### src/mmfp_consts.svh
`ifndef MMFP_CONSTS_SVH
`define MMFP_CONSTS_SVH

// ****************************************
// data space map
// ****************************************
`define MMFP_IO_DIRECT_LAST 16'h003f
`define MMFP_IO_LAST        16'h0fff
`define MMFP_EEP_BASE       16'h1000
`define MMFP_EEP_LAST       16'h1fff
`define MMFP_SRAM_BASE      16'h2000
`define MMFP_SRAM_LAST      16'h2fff

// ****************************************
// program space map, word addresses
// ****************************************
`define MMFP_TBL_BASE       16'h7000
`define MMFP_BOOT_BASE      16'h8000
`define MMFP_PAGE_SHIFT     7
`define MMFP_PAGE_COUNT     9'h110

// ****************************************
// lock byte fields and levels
// ****************************************
`define MMFP_LK_APP_LSB     0
`define MMFP_LK_TBL_LSB     2
`define MMFP_LK_BOOT_LSB    4
`define MMFP_LK_OPEN        2'h3
`define MMFP_LK_WRBLK       2'h2
`define MMFP_LOCK_RST       8'h00
`define MMFP_LOCK_ERASED    8'hff
`define MMFP_FUSE_RST       32'hffffffff

// ****************************************
// start-up load sequence
// ****************************************
`define MMFP_FUSE_BYTES     4'h4
`define MMFP_LOCK_STEP      4'h4
`define MMFP_CAL_FIRST      4'h5
`define MMFP_LOAD_LAST      4'h8
`define MMFP_CAL_SIG_BASE   16'h0010
`define MMFP_ID_LAST        16'h0002

`endif

### src/mmfp_pkg.sv
package mmfp_pkg;

    typedef enum logic [2:0] {
        MMFP_ST_LOAD_RD = 3'b000,
        MMFP_ST_LOAD_CAP = 3'b001,
        MMFP_ST_IDLE = 3'b010,
        MMFP_ST_ACC = 3'b011,
        MMFP_ST_CE_PAGE = 3'b100,
        MMFP_ST_CE_LOCK = 3'b101
    } mmfp_state_e;

    typedef enum logic [2:0] {
        MMFP_SP_FLASH = 3'b000,
        MMFP_SP_USIG = 3'b001,
        MMFP_SP_PSIG = 3'b010,
        MMFP_SP_FUSE = 3'b011,
        MMFP_SP_LOCK = 3'b100
    } mmfp_space_e;

    typedef enum logic [1:0] {
        MMFP_OP_READ = 2'b00,
        MMFP_OP_WRITE = 2'b01,
        MMFP_OP_ERASE = 2'b10
    } mmfp_op_e;

endpackage

### src/mmfp_top.sv
// Operation
// - bottom 4KB of data space decodes as the I/O region.
// - first 64 I/O locations reachable directly and at data 0x00-0x3f.
// - extended I/O 0x0040-0x0fff reachable only as data-space addresses.
// - data 0x1000-0x1fff reserved for the mapped EEPROM view.
// - SRAM starts at data 0x2000; no instruction fetch from SRAM.
// - program and data addresses decode as two separate spaces.
// - application and boot sections each have write and read/write locks.
// - CPU flash writes take effect only when issued from the boot section.
// - application table subsection has its own write and read/write locks.
// - lock writes from CPU or programmer may only tighten protection.
// - only chip erase returns lock bits to unprotected.
// - chip erase clears lock bits after all flash pages are erased.
// - fuse and lock cells read one unprogrammed, zero programmed.
// - fuses written only by programmer, readable by software.
// - production signature row refuses writes and erases, readable by all.
// - calibration values copied from signature row automatically after reset.
// - signature row gives three device id bytes and unit serial number.
// - user signature row is one page, readable and writable by all.
// - chip erase spares user signature row; it has its own erase.
`timescale 1ns/10ps
`include "mmfp_consts.svh"

module mmfp_top #(
    parameter logic [7:0] DEV_ID0 = 8'ha5, // arbitrary value
    parameter logic [7:0] DEV_ID1 = 8'h5a, // arbitrary value
    parameter logic [7:0] DEV_ID2 = 8'h3c  // arbitrary value
) (
    // clock and reset
    input  wire logic                 i_sys_clk,
    input  wire logic                 i_rst_b,
    // cpu data access decode
    input  wire logic                 i_cpu_dreq,
    input  wire logic                 i_cpu_io_direct,
    input  wire logic [15:0]          i_cpu_daddr,
    input  wire logic                 i_eep_map_en,
    output logic                      o_sel_io,
    output logic                      o_sel_eep,
    output logic                      o_sel_sram,
    output logic                      o_sel_none,
    output logic [15:0]               o_sel_addr,
    // nonvolatile access requests
    input  wire logic                 i_fl_req,
    input  wire logic                 i_fl_from_prog,
    input  mmfp_pkg::mmfp_op_e        i_fl_op,
    input  mmfp_pkg::mmfp_space_e     i_fl_space,
    input  wire logic [15:0]          i_fl_addr,
    input  wire logic [15:0]          i_fl_pc,
    input  wire logic [15:0]          i_fl_wdata,
    input  wire logic                 i_chip_erase,
    output logic                      o_fl_ack,
    output logic                      o_fl_denied,
    output logic [15:0]               o_fl_rdata,
    output logic                      o_busy,
    // nonvolatile array port
    input  wire logic                 i_nvm_busy,
    input  wire logic [15:0]          i_nvm_rdata,
    output logic                      o_nvm_rd,
    output logic                      o_nvm_wr,
    output logic                      o_nvm_er,
    output mmfp_pkg::mmfp_space_e     o_nvm_space,
    output logic [15:0]               o_nvm_addr,
    output logic [15:0]               o_nvm_wdata,
    // configuration outputs
    output logic [31:0]               o_fuse,
    output logic [7:0]                o_lock,
    output logic                      o_cal_we,
    output logic [3:0]                o_cal_idx,
    output logic [7:0]                o_cal_data,
    output logic                      o_load_done
);
    import mmfp_pkg::*;

    mmfp_state_e state_q;
    mmfp_state_e state_d;
    logic [3:0]  load_q;
    logic [8:0]  page_q;
    logic        denied_q;
    logic [1:0]  rsrc_q;
    logic [1:0]  lv;
    logic        is_wr;
    logic        allow;
    logic        take;
    logic [15:0] rd_val;

    // ****************************************
    // data space decode
    // ****************************************
    // program addresses never reach this decoder, so code fetch
    // cannot land in sram and equal numbers mean different storage
    always_ff @(posedge i_sys_clk or negedge i_rst_b)
    begin
        if (!i_rst_b)
        begin
            o_sel_io   <= 1'b0;
            o_sel_eep  <= 1'b0;
            o_sel_sram <= 1'b0;
            o_sel_none <= 1'b0;
            o_sel_addr <= 16'h0000;
        end
        else if (!i_cpu_dreq)
        begin
            o_sel_io   <= 1'b0;
            o_sel_eep  <= 1'b0;
            o_sel_sram <= 1'b0;
            o_sel_none <= 1'b0;
        end
        else if (i_cpu_io_direct)
        begin
            // direct form only carries six bits: no extended i/o
            o_sel_io   <= 1'b1;
            o_sel_eep  <= 1'b0;
            o_sel_sram <= 1'b0;
            o_sel_none <= 1'b0;
            o_sel_addr <= {10'h000, i_cpu_daddr[5:0]};
        end
        else
        begin
            o_sel_io   <= i_cpu_daddr <= `MMFP_IO_LAST;
            o_sel_eep  <= i_eep_map_en && i_cpu_daddr >= `MMFP_EEP_BASE
                          && i_cpu_daddr <= `MMFP_EEP_LAST;
            o_sel_sram <= i_cpu_daddr >= `MMFP_SRAM_BASE
                          && i_cpu_daddr <= `MMFP_SRAM_LAST;
            o_sel_none <= (i_cpu_daddr > `MMFP_IO_LAST
                           && i_cpu_daddr < `MMFP_SRAM_BASE && !i_eep_map_en)
                          || i_cpu_daddr > `MMFP_SRAM_LAST;
            o_sel_addr <= i_cpu_daddr;
        end
    end

    // ****************************************
    // access check
    // ****************************************
    always_comb
    begin
        is_wr = i_fl_op != MMFP_OP_READ;
        if (i_fl_addr >= `MMFP_BOOT_BASE)
            lv = o_lock[`MMFP_LK_BOOT_LSB +: 2];
        else if (i_fl_addr >= `MMFP_TBL_BASE)
            lv = o_lock[`MMFP_LK_TBL_LSB +: 2];
        else
            lv = o_lock[`MMFP_LK_APP_LSB +: 2];
        unique case (i_fl_space)
            MMFP_SP_FLASH:
            begin
                // a programmed cell reads zero, so 11 is open
                allow = (lv == `MMFP_LK_OPEN)
                        || (lv == `MMFP_LK_WRBLK && !is_wr);
                if (is_wr && !i_fl_from_prog && i_fl_pc < `MMFP_BOOT_BASE)
                    allow = 1'b0;
            end
            MMFP_SP_USIG: allow = 1'b1;
            MMFP_SP_PSIG: allow = !is_wr;
            MMFP_SP_FUSE: allow = !is_wr || i_fl_from_prog;
            MMFP_SP_LOCK: allow = i_fl_op != MMFP_OP_ERASE;
            default:      allow = 1'b0;
        endcase
    end

    assign take = state_q == MMFP_ST_IDLE && i_fl_req && !i_nvm_busy;

    // ****************************************
    // sequencer
    // ****************************************
    always_comb
    begin
        state_d = state_q;
        unique case (state_q)
            MMFP_ST_LOAD_RD:  state_d = MMFP_ST_LOAD_CAP;
            MMFP_ST_LOAD_CAP:
                state_d = load_q == `MMFP_LOAD_LAST ? MMFP_ST_IDLE
                                                    : MMFP_ST_LOAD_RD;
            MMFP_ST_IDLE:
                if (i_chip_erase)
                    state_d = MMFP_ST_CE_PAGE;
                else if (take)
                    state_d = MMFP_ST_ACC;
            MMFP_ST_ACC:      state_d = MMFP_ST_IDLE;
            MMFP_ST_CE_PAGE:
                if (!i_nvm_busy && !o_nvm_er && page_q == `MMFP_PAGE_COUNT)
                    state_d = MMFP_ST_CE_LOCK;
            MMFP_ST_CE_LOCK:  state_d = MMFP_ST_IDLE;
            default:          state_d = MMFP_ST_IDLE;
        endcase
    end

    always_ff @(posedge i_sys_clk or negedge i_rst_b)
    begin
        if (!i_rst_b)
            state_q <= MMFP_ST_LOAD_RD;
        else
            state_q <= state_d;
    end

    always_ff @(posedge i_sys_clk or negedge i_rst_b)
    begin
        if (!i_rst_b)
        begin
            load_q <= 4'h0;
            page_q <= 9'h000;
        end
        else
        begin
            if (state_q == MMFP_ST_LOAD_CAP)
                load_q <= load_q + 4'h1;
            if (state_q == MMFP_ST_IDLE)
                page_q <= 9'h000;
            else if (state_q == MMFP_ST_CE_PAGE && !i_nvm_busy && !o_nvm_er
                     && page_q != `MMFP_PAGE_COUNT)
                page_q <= page_q + 9'h001;
        end
    end

    always_ff @(posedge i_sys_clk or negedge i_rst_b)
    begin
        if (!i_rst_b)
            o_busy <= 1'b1;
        else
            o_busy <= state_d != MMFP_ST_IDLE;
    end

    // ****************************************
    // nonvolatile array strobes
    // ****************************************
    always_ff @(posedge i_sys_clk or negedge i_rst_b)
    begin
        if (!i_rst_b)
        begin
            o_nvm_rd    <= 1'b0;
            o_nvm_wr    <= 1'b0;
            o_nvm_er    <= 1'b0;
            o_nvm_space <= MMFP_SP_FLASH;
            o_nvm_addr  <= 16'h0000;
            o_nvm_wdata <= 16'h0000;
        end
        else
        begin
            o_nvm_rd <= 1'b0;
            o_nvm_wr <= 1'b0;
            o_nvm_er <= 1'b0;
            if (state_q == MMFP_ST_LOAD_RD)
            begin
                o_nvm_rd <= 1'b1;
                if (load_q < `MMFP_FUSE_BYTES)
                begin
                    o_nvm_space <= MMFP_SP_FUSE;
                    o_nvm_addr  <= {12'h000, load_q};
                end
                else if (load_q == `MMFP_LOCK_STEP)
                begin
                    o_nvm_space <= MMFP_SP_LOCK;
                    o_nvm_addr  <= 16'h0000;
                end
                else
                begin
                    o_nvm_space <= MMFP_SP_PSIG;
                    o_nvm_addr  <= `MMFP_CAL_SIG_BASE
                                   + {12'h000, load_q - `MMFP_CAL_FIRST};
                end
            end
            else if (state_q == MMFP_ST_CE_PAGE)
            begin
                // busy lags a strobe by a cycle; user sig row untouched
                if (!i_nvm_busy && !o_nvm_er && page_q != `MMFP_PAGE_COUNT)
                begin
                    o_nvm_er    <= 1'b1;
                    o_nvm_space <= MMFP_SP_FLASH;
                    o_nvm_addr  <= 16'(page_q) << `MMFP_PAGE_SHIFT;
                end
            end
            else if (state_q == MMFP_ST_CE_LOCK)
            begin
                o_nvm_wr    <= 1'b1;
                o_nvm_space <= MMFP_SP_LOCK;
                o_nvm_addr  <= 16'h0000;
                o_nvm_wdata <= {8'h00, `MMFP_LOCK_ERASED};
            end
            else if (take && !i_chip_erase)
            begin
                // blocked accesses never reach the array
                o_nvm_rd    <= allow && !is_wr;
                o_nvm_wr    <= allow && i_fl_op == MMFP_OP_WRITE;
                o_nvm_er    <= allow && i_fl_op == MMFP_OP_ERASE;
                o_nvm_space <= i_fl_space;
                o_nvm_addr  <= i_fl_addr;
                o_nvm_wdata <= i_fl_space == MMFP_SP_LOCK
                               ? {8'h00, o_lock & i_fl_wdata[7:0]}
                               : i_fl_wdata;
            end
        end
    end

    // ****************************************
    // lock and fuse shadows
    // ****************************************
    // locks start fully closed until the stored byte is loaded,
    // so nothing leaks in the cycles after reset
    always_ff @(posedge i_sys_clk or negedge i_rst_b)
    begin
        if (!i_rst_b)
            o_lock <= `MMFP_LOCK_RST;
        else if (state_q == MMFP_ST_LOAD_CAP && load_q == `MMFP_LOCK_STEP)
            o_lock <= i_nvm_rdata[7:0];
        else if (state_q == MMFP_ST_CE_LOCK)
            o_lock <= `MMFP_LOCK_ERASED;
        else if (take && !i_chip_erase && allow && is_wr
                 && i_fl_space == MMFP_SP_LOCK)
            o_lock <= o_lock & i_fl_wdata[7:0];
    end

    always_ff @(posedge i_sys_clk or negedge i_rst_b)
    begin
        if (!i_rst_b)
            o_fuse <= `MMFP_FUSE_RST;
        else if (state_q == MMFP_ST_LOAD_CAP && load_q < `MMFP_FUSE_BYTES)
            o_fuse[{load_q[1:0], 3'b000} +: 8] <= i_nvm_rdata[7:0];
        else if (take && !i_chip_erase && allow && is_wr
                 && i_fl_space == MMFP_SP_FUSE)
            o_fuse[{i_fl_addr[1:0], 3'b000} +: 8] <= i_fl_wdata[7:0];
    end

    // ****************************************
    // calibration copy after reset
    // ****************************************
    always_ff @(posedge i_sys_clk or negedge i_rst_b)
    begin
        if (!i_rst_b)
        begin
            o_cal_we    <= 1'b0;
            o_cal_idx   <= 4'h0;
            o_cal_data  <= 8'h00;
            o_load_done <= 1'b0;
        end
        else
        begin
            o_cal_we <= state_q == MMFP_ST_LOAD_CAP
                        && load_q >= `MMFP_CAL_FIRST;
            o_cal_idx  <= load_q - `MMFP_CAL_FIRST;
            o_cal_data <= i_nvm_rdata[7:0];
            if (state_q == MMFP_ST_LOAD_CAP && load_q == `MMFP_LOAD_LAST)
                o_load_done <= 1'b1;
        end
    end

    // ****************************************
    // answer
    // ****************************************
    always_ff @(posedge i_sys_clk or negedge i_rst_b)
    begin
        if (!i_rst_b)
        begin
            denied_q <= 1'b0;
            rsrc_q   <= 2'h0;
        end
        else if (take)
        begin
            denied_q <= !allow;
            if (i_fl_space == MMFP_SP_FUSE)
                rsrc_q <= 2'h1;
            else if (i_fl_space == MMFP_SP_LOCK)
                rsrc_q <= 2'h2;
            else if (i_fl_space == MMFP_SP_PSIG
                     && i_fl_addr <= `MMFP_ID_LAST)
                rsrc_q <= 2'h3;
            else
                rsrc_q <= 2'h0;
        end
    end

    always_comb
    begin
        unique case (rsrc_q)
            2'h1: rd_val = {8'h00, o_fuse[{o_nvm_addr[1:0], 3'b000} +: 8]};
            2'h2: rd_val = {8'h00, o_lock};
            2'h3: rd_val = o_nvm_addr[1:0] == 2'h0 ? {8'h00, DEV_ID0}
                         : o_nvm_addr[1:0] == 2'h1 ? {8'h00, DEV_ID1}
                         : {8'h00, DEV_ID2};
            default: rd_val = i_nvm_rdata;
        endcase
    end

    always_ff @(posedge i_sys_clk or negedge i_rst_b)
    begin
        if (!i_rst_b)
        begin
            o_fl_ack    <= 1'b0;
            o_fl_denied <= 1'b0;
            o_fl_rdata  <= 16'h0000;
        end
        else
        begin
            o_fl_ack    <= state_q == MMFP_ST_ACC;
            o_fl_denied <= state_q == MMFP_ST_ACC && denied_q;
            if (state_q == MMFP_ST_ACC)
                o_fl_rdata <= denied_q ? 16'h0000 : rd_val;
        end
    end

endmodule

### config.mk
export PLATFORM = sky130hd
export DESIGN_NAME = mmfp_top
export DESIGN_NICKNAME = d
export VERILOG_FILES = /design/src/mmfp_pkg.sv /design/src/mmfp_top.sv
export VERILOG_INCLUDE_DIRS = /design/src
export SDC_FILE = /design/constraint.sdc
export NUM_CORES = 1
export LEC_CHECK = 0
export BUFFER_PORTS_ARGS = -buffer_cell sky130_fd_sc_hd__buf_2
export CORE_MARGIN = 2
export CORE_UTILIZATION = 50
export DETAILED_ROUTE_END_ITERATION = 16
export PLACE_DENSITY = 0.89
export SKIP_CTS_REPAIR_TIMING = 1
export SLEW_MARGIN = 10
export SYNTH_ARGS = -nofsm -noshare
export SYNTH_HDL_FRONTEND = slang
export SYNTH_SLANG_ARGS = --single-unit
### constraint.sdc
create_clock -name i_sys_clk -period 2.9 [get_ports i_sys_clk]
set_input_delay 0.725 -clock i_sys_clk [delete_from_list [all_inputs] [get_ports i_sys_clk]]
set_output_delay 0.725 -clock i_sys_clk [all_outputs]
set_load 0.02 [all_outputs]
==> results of run 1 <==
==> cells in the final DEF (no fill, tap or decap), types with 3 or more instances in the layout <==
cell type and instances:
sky130_fd_sc_hd__buf_2 208, sky130_fd_sc_hd__dfrtp_1 117, sky130_fd_sc_hd__nand2_1 95, sky130_fd_sc_hd__o21ai_0 74
sky130_fd_sc_hd__nor2_1 43, sky130_fd_sc_hd__dfstp_2 33, sky130_fd_sc_hd__a22oi_1 32, sky130_fd_sc_hd__nand3_1 31
sky130_fd_sc_hd__inv_1 27, sky130_fd_sc_hd__clkbuf_16 20, sky130_fd_sc_hd__buf_4 20, sky130_fd_sc_hd__mux2_2 18
sky130_fd_sc_hd__nand3b_1 13, sky130_fd_sc_hd__a21oi_1 12, sky130_fd_sc_hd__a22o_1 12, sky130_fd_sc_hd__nor3_1 10
sky130_fd_sc_hd__o22a_1 10, sky130_fd_sc_hd__ha_1 10, sky130_fd_sc_hd__xnor2_1 9, sky130_fd_sc_hd__a31oi_1 9
sky130_fd_sc_hd__o221a_2 8, sky130_fd_sc_hd__a221o_1 8, sky130_fd_sc_hd__mux2i_1 8, sky130_fd_sc_hd__o211ai_1 7
sky130_fd_sc_hd__o31ai_1 7, sky130_fd_sc_hd__nand2b_1 5, sky130_fd_sc_hd__o21ai_1 5, sky130_fd_sc_hd__nor4_1 5
sky130_fd_sc_hd__nand4_1 5, sky130_fd_sc_hd__nor3b_1 4, sky130_fd_sc_hd__mux4_2 4, sky130_fd_sc_hd__nor3b_2 3
sky130_fd_sc_hd__or2_2 3, sky130_fd_sc_hd__nor4_2 3, sky130_fd_sc_hd__mux2_1 3, sky130_fd_sc_hd__xor2_1 3
sky130_fd_sc_hd__inv_4 3
==> sequential cells by signal, indices dropped and copies added (netlist names), 2 cells and up <==
register and flops:
load_q 4, o_nvm_addr 16, o_nvm_space 3, o_fl_rdata 16
o_nvm_wdata 16, o_fuse 32, o_cal_idx 4, rsrc_q 2
page_q 9, o_cal_data 8, o_lock 8, state_q 3
o_sel_addr 16
==> final timing paths <==
kind,startpoint,end,slack (ns)
setup / recovery,state_q[0],o_fuse[9],0.39
hold / removal,i_rst_b,o_fl_rdata[12],0.26
setup reg to reg,state_q[0],o_fuse[9],0.39
hold reg to reg,o_nvm_wdata[9],o_nvm_wdata[9],0.46
max in group asynchronous,i_rst_b,o_busy,1.79
min in group i_sys_clk,o_nvm_wdata[9],o_nvm_wdata[9],0.46
==> cells by family after synthesis <==
| kind of cell | Yosys count | synth area share, % |
|---|---|---|
| flip-flops | 150 | 51.5 |
| AND/OR/NAND/NOR | 242 | 17.2 |
| AO/OA/AOI/OAI | 199 | 19.0 |
| buffers and inverters | 65 | 3.60 |
| XOR/XNOR | 12 | 1.43 |
| adder cells (fa/ha/maj) | 10 | 1.70 |
| multiplexers | 34 | 5.70 |
==> stage by stage <==
step | power, mW | setup WS (ns) | hold slack [ns] | instances
after CTS | 9.78 | 0.477 | 0.282 | 1120
after floorplan | 6.04 | 0.544 | 0.429 | 712
after global routing | 10.3 | 0.224 | 0.280 | 1120
final | 9.78 | 0.388 | 0.260 | 1120
after global placement | 7.29 | 0.236 | 0.443 | 1088
after detailed placement | 7.42 | 0.163 | 0.451 | 1088
==> cell usage after synthesis (10+ instances only) <==
cell / instances
sky130_fd_sc_hd__clkbuf_1: 23
sky130_fd_sc_hd__o21ai_0: 74
sky130_fd_sc_hd__a22o_1: 12
sky130_fd_sc_hd__o22a_1: 10
sky130_fd_sc_hd__dfstp_2: 33
sky130_fd_sc_hd__dfrtp_1: 117
sky130_fd_sc_hd__nor3_1: 10
sky130_fd_sc_hd__a22oi_1: 32
sky130_fd_sc_hd__mux2_2: 18
sky130_fd_sc_hd__nand2_1: 95
sky130_fd_sc_hd__ha_1: 10
sky130_fd_sc_hd__nand3_1: 31
sky130_fd_sc_hd__nand3b_1: 13
sky130_fd_sc_hd__nor2_1: 43
sky130_fd_sc_hd__buf_2: 11
sky130_fd_sc_hd__a21oi_1: 12
sky130_fd_sc_hd__inv_1: 27
==> power by group through the flow <==
stage                     clock network, mW  registers, mW  logic (mW)
final                                  2.32           3.56        3.91
after global routing                   2.44           3.65        4.22
after CTS                              2.33           3.54        3.91
after detailed placement                  0           3.56        3.86
after global placement                    0           3.53        3.76
after floorplan                           0           4.03        2.01
==> metal layers <==
| metal | track usage [%] | share of wire [%] | vias up | wire length [um] |
|---|---|---|---|---|
| met4 | 13.5 | 4.1 | 0 | 884 |
| met1 | 36.4 | 40 | 3182 | 8610 |
| met3 | 6.68 | 8.7 | 64 | 1860 |
| met5 | 0 | 0 | - | 0 |
| met2 | 42.4 | 47 | 376 | 10100 |
| li1 | - | - | 3027 | - |
==> layout make-up <==
cell class / instances / area share (%)
Clock buffer: 23 / 5.61
Clock inverter: 9 / 1.14
Inverter: 27 / 1.09
Multi-Input combinational cell: 497 / 35.7
Sequential cell: 150 / 40.8
Tap cell: 184 / 2.48
Timing Repair Buffer: 230 / 13.1
==> Flow_metrics.wiki, run 1 <==
{| class="wikitable"
! Metric !! Value
|-
| Result of the run || completed
|-
| Global-route wire length before repair || 34.3 mm
|-
| Mean area per synthesized cell || 10.4 um^2
|-
| Total non-filler cell area in the finished layout || 9300 um^2
|-
| Number of library cell types mapped by synthesis || 66
|-
| Summed instance area of the synthesized netlist || 7370 um^2
|-
| Clock Tree Buf Depth || 2
|-
| Power density relative to cell area || 1050 nW/um^2
|-
| Clock buffer count from CTS || 17
|-
| Synth area leaders || sky130_fd_sc_hd__dfrtp_1 (40%), sky130_fd_sc_hd__dfstp_2 (12%), sky130_fd_sc_hd__o21ai_0 (5.0%)
|-
| Transition at the pin with the smallest max-transition slack || 1.00 ns
|-
| Routed via count || 6,649
|-
| Total Neg Setup Slack || 0 ns
|-
| Setup repair after global routing missed its margin || no
|-
| CTS tree || yes
|-
| Final Routed Wirelength || 21.4 mm
|-
| Final antenna-violating net count || 0
|-
| Worst-case clock skew || 0.00975 ns
|-
| Remaining Overflow, GRT || 0
|-
| Quantity of I/O buffers inserted on ports || 209
|-
| Number of enable-type register cells in the synthesized netlist || 0
|-
| Die outline area || 15,700 um^2
|-
| Site row count || 44
|-
| Critical Setup Path Class || flop to flop
|-
| DRT iter0 DRCs || 605
|-
| Fill cell instance count of the final layout || 1,086
|-
| Number of antenna violations at the first check in global routing || 0
|-
| CTS HTree Levels || 4
|-
| Critical Path, Cell by Cell || nor3b_4 > and2_1 > nor3_1 > a22oi_1 > o21ai_0
|-
| Slew HR || 32.8%
|-
| Crit path required time || 3.24 ns
|-
| Number of diodes added for antenna fixing || 0
|-
| Crit path max-delay family || simple AND/OR/NAND/NOR gates
|-
| Number of cells traversed by the worst register-to-register path || 5
|-
| Area taken by flip-flops and latches || 3790 um^2
|-
| Placed standard-cell area || 8670 um^2
|-
| Cell taking the most area after synthesis || sky130_fd_sc_hd__dfrtp_1
|-
| Top-level I/O count || 225
|-
| Layout cell share with drive strength beyond 1 || 37.4%
|-
| Share of total power in sequential cells || 36.3%
|-
| Clock sink count || 150
|-
| Die Y-Extent || 125 um
|-
| Number of failing setup endpoints in the final timing report || 0
|-
| Initial cell density of the core || 50.9%
|-
| Fin crit period || 2.51 ns
|-
| Multi-input combinational cell area || 3320 um^2
|-
| All-Layer GR Usage || 27.5%
|-
| Mapped Nets || 816
|-
| Cell Int Power || 5.79 mW
|-
| Area share of the largest cell type after synthesis || 39.7%
|-
| Number of nets in the layout || 1,027
|-
| Most common flop cell mapped by yosys || sky130_fd_sc_hd__dfrtp_1
|-
| Avg Vias per Cell || 5.94
|-
| Share of power burned in the clock network || 23.7%
|-
| Die span in x || 125 um
|-
| Worst Hold Class || input pin to async pin
|-
| Crit path largest cell delay || 0.84 ns
|-
| Post-Route Utilization || 64.2%
|-
| Count of state elements after synthesis || 150
|-
| Post-route DRC violation count || 0
|-
| Area growth from synthesis to layout || 26.1%
|-
| Yosys warning total || 0
|-
| Core ar. || 14,500 um^2
|-
| Critical Path Sink Type || flop
|-
| Top fanout value on the critical path || 15
|-
| Setup crit start kind || flop
|-
| Final weighted congestion of routability-driven global placement || 0.950
|-
| Number of global-route vias before repair || 6,415
|-
| Period Utilization, post-route || 86.6%
|-
| Clock slew at the register clock pins of the worst setup and hold paths || 0.06 ns
|-
| Detailed-route wire length per cell || 19.1 um
|-
| Post-synthesis instance total || 712
|-
| Switch share || 40.8%
|-
| Initial DRT Pass Iterations || 6
|-
| Maximum number of pins on one net before global-route repair || 63
|-
| Post-detail-place hpwl || 15.3 mm
|-
| Arrival time of data at the critical path endpoint || 2.85 ns
|-
| Source-to-sink clock delay at the later pin of the worst-skew pair || 0.43 ns
|-
| Switching power of the nets || 3.99 mW
|-
| Max rail drop VDD || 0.543 mV
|-
| Share of synthesized flip-flops with an asynchronous set or reset || 100%
|-
| Root Buffer Master || sky130_fd_sc_hd__clkbuf_16
|-
| Max Freq || 398 MHz
|-
| Combinational share of power || 40.0%
|-
| Share of synthesized area occupied by flip-flops and latches || 51.5%
|-
| Stages on worst setup path || 5
|-
| Number of max-capacitance violations reported || 0
|-
| Hold Fails Final Rpt || 0
|-
| Cell with the biggest individual delay on the critical path || sky130_fd_sc_hd__nor3_1
|-
| LEAKAGE || 4.32 nW
|-
| Buf/Inv on CP || 0
|-
| Slew Viols, Final || 0
|}
No activity file was read; power rests on OpenSTA's default activity.
==> run 2, diff against run 1 <==
ABC_AREA = 1   (was not set)
==> Flow_metrics.wiki, run 2 <==
{| class="wikitable"
! Metric !! Value
|-
| Number of global-route vias before repair || 7,218 (+13%)
|-
| Period Utilization, post-route || 87.5% (+0.82 points)
|-
| Worst-case clock skew || 0.0122 ns (+0.00250 ns)
|-
| Fin crit period || 2.54 ns (+0.0238 ns)
|-
| Layout Cells excl Fill || 1,310 (+17%)
|-
| Top reg by flops || o_fuse
|-
| Remaining Overflow, GRT || 0 (unchanged)
|-
| Final Routed Wirelength || 22.6 mm (+5.7%)
|-
| Initial DRT Pass Iterations || 7 (+1)
|-
| Yosys warning total || 0 (unchanged)
|-
| Area growth from synthesis to layout || 25.2%
|-
| Max FFs per register || 32 (unchanged)
|-
| Post-route DRC violation count || 0 (unchanged)
|-
| Multi-input combinational cell area || 3190 um^2 (-4.0%)
|-
| All-Layer GR Usage || 29.0% (+1.6 points)
|-
| Number of diodes added for antenna fixing || 0 (unchanged)
|-
| Global-route wire length before repair || 36.4 mm (+6.3%)
|-
| Slew HR || 33.1% (+0.27 points)
|-
| Setup slack at placement || 0.304 ns (+0.141 ns)
|-
| Most numerous cell types in the synthesized netlist || sky130_fd_sc_hd__nand2_1 (245), sky130_fd_sc_hd__dfrtp_1 (117), sky130_fd_sc_hd__nand3_1 (83)
|-
| Top-level I/O count || 225 (unchanged)
|-
| Number of enable-type register cells in the synthesized netlist || 0 (unchanged)
|-
| Max rail drop VDD || 0.724 mV (+33%)
|-
| Transition at the pin with the smallest max-transition slack || 1.00 ns (-0.00106 ns)
|-
| Highest-count cells in the layout ignoring fill and taps || sky130_fd_sc_hd__nand2_1 (245), sky130_fd_sc_hd__buf_2 (208), sky130_fd_sc_hd__dfrtp_1 (117), sky130_fd_sc_hd__nand3_1 (83), sky130_fd_sc_hd__inv_1 (82)
|-
| Source-to-sink clock delay at the later pin of the worst-skew pair || 0.44 ns (about the same)
|-
| Mapped Nets || 997 (+22%)
|-
| Avg Vias per Cell || 5.71 (-3.8%)
|-
| Clock Tree Buf Depth || 2 (unchanged)
|-
| Maximum number of pins on one net before global-route repair || 72 (+14%)
|-
| Final weighted congestion of routability-driven global placement || 0.997 (+4.9%)
|-
| Mean area per synthesized cell || 8.35 um^2 (-19%)
|-
| Cell with the most instances after synthesis || sky130_fd_sc_hd__nand2_1
|-
| Hold Fails Final Rpt || 0 (unchanged)
|-
| Power density relative to cell area || 1060 nW/um^2 (+0.50%)
|-
| Share of synthesized flip-flops with an asynchronous set or reset || 100% (unchanged)
|-
| Placed standard-cell area || 8750 um^2 (+0.95%)
|-
| Cell count after placement || 1,278 (+17%)
|-
| Result of the run || completed
|-
| Total Neg Setup Slack || 0 ns (unchanged)
|-
| Max Freq || 394 MHz (-0.94%)
|-
| Final antenna-violating net count || 0 (unchanged)
|-
| Routed via count || 7,482 (+13%)
|-
| Share of synthesized area occupied by flip-flops and latches || 50.9% (-0.59 points)
|-
| Setup repair after global routing missed its margin || no
|-
| Setup crit start kind || flop
|-
| Most common flop cell mapped by yosys || sky130_fd_sc_hd__dfrtp_1
|-
| CTS HTree Levels || 4 (unchanged)
|-
| Critical Setup Path Class || flop to flop
|-
| Area share of the largest cell type after synthesis || 39.3% (-0.45 points)
|-
| Cell taking the most area after synthesis || sky130_fd_sc_hd__dfrtp_1
|-
| CTS tree || yes
|-
| Quantity of I/O buffers inserted on ports || 209 (unchanged)
|-
| Number of antenna violations at the first check in global routing || 1 (+1)
|-
| LEAKAGE || 4.84 nW (+12%)
|-
| Clock slew at the register clock pins of the worst setup and hold paths || 0.07 ns (about the same)
|-
| Clock buffer count from CTS || 17 (unchanged)
|-
| Fill cell instance count of the final layout || 1,231 (+13%)
|-
| Total non-filler cell area in the finished layout || 9340 um^2 (+0.48%)
|-
| Area taken by flip-flops and latches || 3790 um^2 (unchanged)
|-
| Die Y-Extent || 126 um (+0.56%)
|-
| Number of max-capacitance violations reported || 0 (unchanged)
|-
| Initial cell density of the core || 51.3% (+0.39 points)
|-
| Slew Viols, Final || 0 (unchanged)
|-
| Site row count || 44 (unchanged)
|-
| Hold_ws || 0.302 ns (+0.0421 ns)
|-
| Top fanout value on the critical path || 17 (+2)
|-
| Post-Route Utilization || 64.3% (+0.067 points)
|-
| Die span in x || 126 um (+0.56%)
|-
| Root Buffer Master || sky130_fd_sc_hd__clkbuf_16
|-
| Core ar. || 14,500 um^2 (+0.38%)
|-
| Clock sink count || 150 (unchanged)
|-
| Crit path required time || 3.20 ns (-0.04 ns)
|-
| Post-detail-place hpwl || 16.7 mm (+9.3%)
|-
| Detailed-route wire length per cell || 17.3 um (-9.6%)
|-
| Number of failing setup endpoints in the final timing report || 0 (unchanged)
|-
| Worst Hold Class || input pin to async pin
|-
| Die outline area || 15,900 um^2 (+1.1%)
|-
| Final worst setup slack || 0.364 ns (-0.0238 ns)
|-
| DRT iter0 DRCs || 999 (+65%)
|-
| Critical Path Sink Type || flop
|-
| Most common cell after layout, fill and taps aside || sky130_fd_sc_hd__nand2_1
|-
| Arrival time of data at the critical path endpoint || 2.83 ns (-0.02 ns)
|-
| Number of library cell types mapped by synthesis || 40 (-39%)
|-
| Layout cell share with drive strength beyond 1 || 27.7% (-9.7 points)
|-
| Synth area leaders || sky130_fd_sc_hd__dfrtp_1 (39%), sky130_fd_sc_hd__nand2_1 (12%), sky130_fd_sc_hd__dfstp_2 (12%)
|-
| Count of state elements after synthesis || 150 (unchanged)
|-
| Summed instance area of the synthesized netlist || 7460 um^2 (+1.2%)
|-
| Post-synthesis instance total || 893 (+25%)
|-
| Total power after layout || 9.88 mW (+0.99%)
|-
| Number of nets in the layout || 1,217 (+19%)
|}
-- run 2: final cells by class --
type | count | share of cell area [%]
flip-flops and latches | 150 | 40.6
multi-input cells | 628 | 34.1
repair buffers | 225 | 12.8
clock buffers | 18 | 4.70
inverters | 91 | 3.66
well taps | 184 | 2.46
clock inverters | 14 | 1.62
-- run 2: final timing paths --
path                                       end  slack [ns]  cells after the start      startpoint
worst max-delay path            o_nvm_wdata[0]        0.36                      9      state_q[2]
worst min-delay path                 page_q[2]        0.30                      1         i_rst_b
worst max register to register  o_nvm_wdata[0]        0.36                      9      state_q[2]
worst min register to register       o_fuse[9]        0.47                      2       o_fuse[9]
max in group asynchronous           o_fuse[29]        1.85                      2         i_rst_b
min in group i_sys_clk           o_cal_data[0]        0.42                      1  i_nvm_rdata[0]
-- run 2: report_power, final --
part	switching, mW	internal [mW]	total, mW
Clock	0.905	1.29	2.20
Combinational	2.99	1.29	4.28
Sequential	0.520	2.88	3.40
-- run 2: kinds of logic after synthesis --
family                   Yosys count  share of synthesized area, %
XOR/XNOR                           8                         0.939
flip-flops                       150                          50.9
AND/OR/NAND/NOR                  428                          24.5
adder cells (fa/ha/maj)           10                          1.68
AO/OA/AOI/OAI                    176                          14.7
buffers and inverters            115                          6.39
multiplexers                       6                         0.906
-- run 2: metal layers --
| layer | track usage (%) | share of wire (%) |
|---|---|---|
| met5 | 0 | 0 |
| met4 | 13.7 | 3.6 |
| met3 | 8.96 | 12 |
| met2 | 44.8 | 46 |
| met1 | 37.5 | 39 |
-- run 2: critical path, cell delays in order (launching register included) --
cell                      delay [ns]
sky130_fd_sc_hd__dfrtp_1        0.47
sky130_fd_sc_hd__inv_1          0.17
sky130_fd_sc_hd__nor2_2         0.11
sky130_fd_sc_hd__nand2_1        0.08
sky130_fd_sc_hd__buf_4          0.19
sky130_fd_sc_hd__inv_1          0.08
sky130_fd_sc_hd__nor2_1         0.77
sky130_fd_sc_hd__inv_2          0.30
sky130_fd_sc_hd__nor2_1         0.16
sky130_fd_sc_hd__a31oi_1        0.06
==> run 3, diff against run 2 <==
--- a/config.mk
+++ b/config.mk
@@ -14,2 +14,3 @@
 export PLACE_DENSITY = 0.89
+export SETUP_SLACK_MARGIN = 0.3
 export SKIP_CTS_REPAIR_TIMING = 1
==> constraint.sdc (replaced) <==
create_clock -name i_sys_clk -period 2.9 [get_ports i_sys_clk]
set_input_delay 0 -clock i_sys_clk [delete_from_list [all_inputs] [get_ports i_sys_clk]]
set_output_delay 0 -clock i_sys_clk [all_outputs]
set_load 0.02 [all_outputs]
==> Flow_metrics.wiki, run 3 (synthesized netlist as in run 2, its figures left out) <==
{| class="wikitable"
! Metric !! Value
|-
| Result of the run || complete, but fails checks
|-
| Violated checks || hold timing
|-
| Total Neg Setup Slack || 0 ns (unchanged)
|-
| Power density relative to cell area || 994 nW/um^2 (-6.0%)
|-
| Setup repair after global routing missed its margin || no
|-
| Die span in x || 126 um (unchanged)
|-
| Setup slack at placement || 0.407 ns (+0.102 ns)
|-
| Final Routed Wirelength || 23.7 mm (+4.5%)
|-
| All-Layer GR Usage || 28.4% (-0.57 points)
|-
| Slew HR || 47.0% (+14 points)
|-
| Slew Viols, Final || 0 (unchanged)
|-
| Clock slew at the register clock pins of the worst setup and hold paths || 0.06 ns (about the same)
|-
| Period Utilization, post-route || 84.0% (-3.4 points)
|-
| Switch share || 44.5% (-0.13 points)
|-
| Max FFs per register || 32 (unchanged)
|-
| Die outline area || 15,900 um^2 (unchanged)
|-
| Number of max-capacitance violations reported || 0 (unchanged)
|-
| Register-to-register setup slack || 0.46 ns (+0.10 ns)
|-
| Share of power burned in the clock network || 21.6% (-0.7 points)
|-
| Core ar. || 14,500 um^2 (unchanged)
|-
| Global-route wire length before repair || 35.5 mm (-2.4%)
|-
| Site row count || 44 (unchanged)
|-
| Critical Setup Path Class || flop to flop
|-
| Number of failing setup endpoints in the final timing report || 0 (unchanged)
|-
| Switching power of the nets || 4.39 mW (-0.45%)
|-
| CTS HTree Levels || 4 (unchanged)
|-
| Worst R2R Start || state_q[1]
|-
| Max rail drop VDD || 0.709 mV (-2.1%)
|-
| Capture endpoint of the worst hold path || o_nvm_space[1]
|-
| Initial DRT Pass Iterations || 6 (-1)
|-
| Worst r2r dst || o_fuse[15]
|-
| Top-level I/O count || 225 (unchanged)
|-
| Fill cell instance count of the final layout || 1,166 (-5.3%)
|-
| Hold Fails Final Rpt || 3 (+3)
|-
| Crit path required time || 3.25 ns (+0.05 ns)
|-
| Share of total power in sequential cells || 34.8% (+0.4 points)
|-
| DRT iter0 DRCs || 835 (-16%)
|-
| Most common cell after layout, fill and taps aside || sky130_fd_sc_hd__nand2_1
|-
| Hold path start || i_fl_space[1]
|-
| Hold_ws || -0.0151 ns (-0.317 ns)
|-
| Quantity of I/O buffers inserted on ports || 209 (unchanged)
|-
| Worst Hold Class || input pin to flop
|-
| Detailed-route wire length per cell || 17.3 um (about the same)
|-
| Number of cells traversed by the worst register-to-register path || 9 (unchanged)
|-
| Source-to-sink clock delay at the later pin of the worst-skew pair || 0.43 ns (about the same)
|-
| Arrival time of data at the critical path endpoint || 2.79 ns (-0.04 ns)
|-
| Number of antenna violations at the first check in global routing || 0 (-1)
|-
| Final antenna-violating net count || 0 (unchanged)
|-
| Transition at the pin with the smallest max-transition slack || 0.792 ns (-0.208 ns)
|-
| Avg Vias per Cell || 5.66 (-0.88%)
|-
| Worst-case clock skew || 0.00985 ns (-0.00240 ns)
|-
| Final worst setup slack || 0.464 ns (+0.100 ns)
|-
| Die Y-Extent || 126 um (unchanged)
|-
| Area growth from synthesis to layout || 33.0%
|-
| Clock Tree Buf Depth || 2 (unchanged)
|-
| Remaining Overflow, GRT || 0 (unchanged)
|-
| Top reg by flops || o_fuse
|-
| Routed via count || 7,756 (+3.7%)
|-
| Clock buffer count from CTS || 17 (unchanged)
|-
| Clock sink count || 150 (unchanged)
|-
| CTS tree || yes
|-
| Number of diodes added for antenna fixing || 0 (unchanged)
|-
| Number of cells on the worst hold path || 3
|-
| Total power after layout || 9.86 mW (-0.17%)
|-
| Post-route DRC violation count || 0 (unchanged)
|-
| Cell Int Power || 5.47 mW (about the same)
|-
| Root Buffer Master || sky130_fd_sc_hd__clkbuf_16
|-
| CP startpoint || state_q[1]
|-
| Max Freq || 410 MHz (+4.1%)
|-
| Number of nets in the layout || 1,277 (+4.9%)
|-
| Setup crit start kind || flop
|-
| Post-detail-place hpwl || 16.8 mm (+0.21%)
|-
| Final weighted congestion of routability-driven global placement || 0.985 (-1.2%)
|-
| Initial cell density of the core || 51.3% (unchanged)
|-
| Combinational share of power || 43.6% (+0.3 points)
|-
| Highest-count cells in the layout ignoring fill and taps || sky130_fd_sc_hd__nand2_1 (244), sky130_fd_sc_hd__buf_2 (208), sky130_fd_sc_hd__dfrtp_1 (117), sky130_fd_sc_hd__nand3_1 (83), sky130_fd_sc_hd__inv_1 (82)
|-
| Number of global-route vias before repair || 6,995 (-3.1%)
|-
| Fin crit period || 2.44 ns (-0.100 ns)
|-
| Top fanout value on the critical path || 16 (-1)
|-
| Layout cell share with drive strength beyond 1 || 26.2% (-1.5 points)
|-
| Critical Path Sink Type || flop
|-
| LEAKAGE || 5.08 nW (+4.9%)
|-
| Maximum number of pins on one net before global-route repair || 66 (-8.3%)
|}
==> run 3: cell types whose count changed in the layout (fill, tap and decap cells not counted), sizes merged <==
| cell | change |
|---|---|
| dlygate4sd3 | +62 |
| clkbuf | +4 |
| clkinv | -3 |
| buf | -2 |
| bufinv | -1 |
| clkinvlp | +1 |
| inv | -1 |
==> run 3: per-layer routing <==
metal | vias to the layer above | global-route usage, % | routed length, um
li1 | 3584 | - | -
met1 | 3607 | 37.0 | 9170
met2 | 484 | 45.6 | 11300
met3 | 81 | 7.31 | 2350
met4 | 0 | 11.8 | 871
met5 | - | 0 | 0
==> run 3: critical path: stages (launching register included) <==
cell and delay [ns]:
sky130_fd_sc_hd__dfrtp_1 0.53, sky130_fd_sc_hd__inv_2 0.09, sky130_fd_sc_hd__nor3_4 0.31, sky130_fd_sc_hd__nand3_4 0.21, sky130_fd_sc_hd__nor2_4 0.22, sky130_fd_sc_hd__nand4_1 0.16, sky130_fd_sc_hd__nand2_2 0.27, sky130_fd_sc_hd__nand2_1 0.32
sky130_fd_sc_hd__nand2_1 0.17, sky130_fd_sc_hd__nand2_1 0.07
==> run 3: per-stage QoR <==
step                utilization [%]  area (um^2)  cells
floorplan                         -         7460    893
global placement               60.0         8720   1276
detailed placement             60.0         8720   1276
CTS                            64.0         9300   1308
global route                   68.3         9920   1370
finish                         68.3         9920   1370
==> run 3: worst max path at each step <==
| stage | end | slack, ns | depth (start not counted) |
|---|---|---|---|
| after floorplan | o_lock[1] | 0.83 | 11 |
| after global placement | o_nvm_wdata[6] | 0.53 | 9 |
| after detailed placement | o_lock[0] | 0.41 | 9 |
| after CTS | o_lock[2] | 0.33 | 9 |
| after global routing | o_lock[2] | 0.30 | 9 |
| final | o_fuse[15] | 0.46 | 9 |
==> run 3: power groups by stage <==
stage	clock, mW	combinational (mW)	sequential (mW)
final	2.13	4.30	3.43
after global placement	0	4.04	3.41
after detailed placement	0	4.14	3.43
after CTS	2.15	4.18	3.41
after floorplan	0	2.11	4.06
after global routing	2.24	4.70	3.52
==> run 3: cell type report <==
| cell class | instances | area [um^2] | area share (%) |
|---|---|---|---|
| timing repair buffer | 285 | 1790 | 18.0 |
| tap | 184 | 230 | 2.32 |
| inverter | 91 | 342 | 3.44 |
| clock buffer | 22 | 474 | 4.78 |
| sequential | 150 | 3790 | 38.2 |
| clock inverter | 10 | 97.6 | 0.983 |
| multi-input combinational | 628 | 3190 | 32.2 |
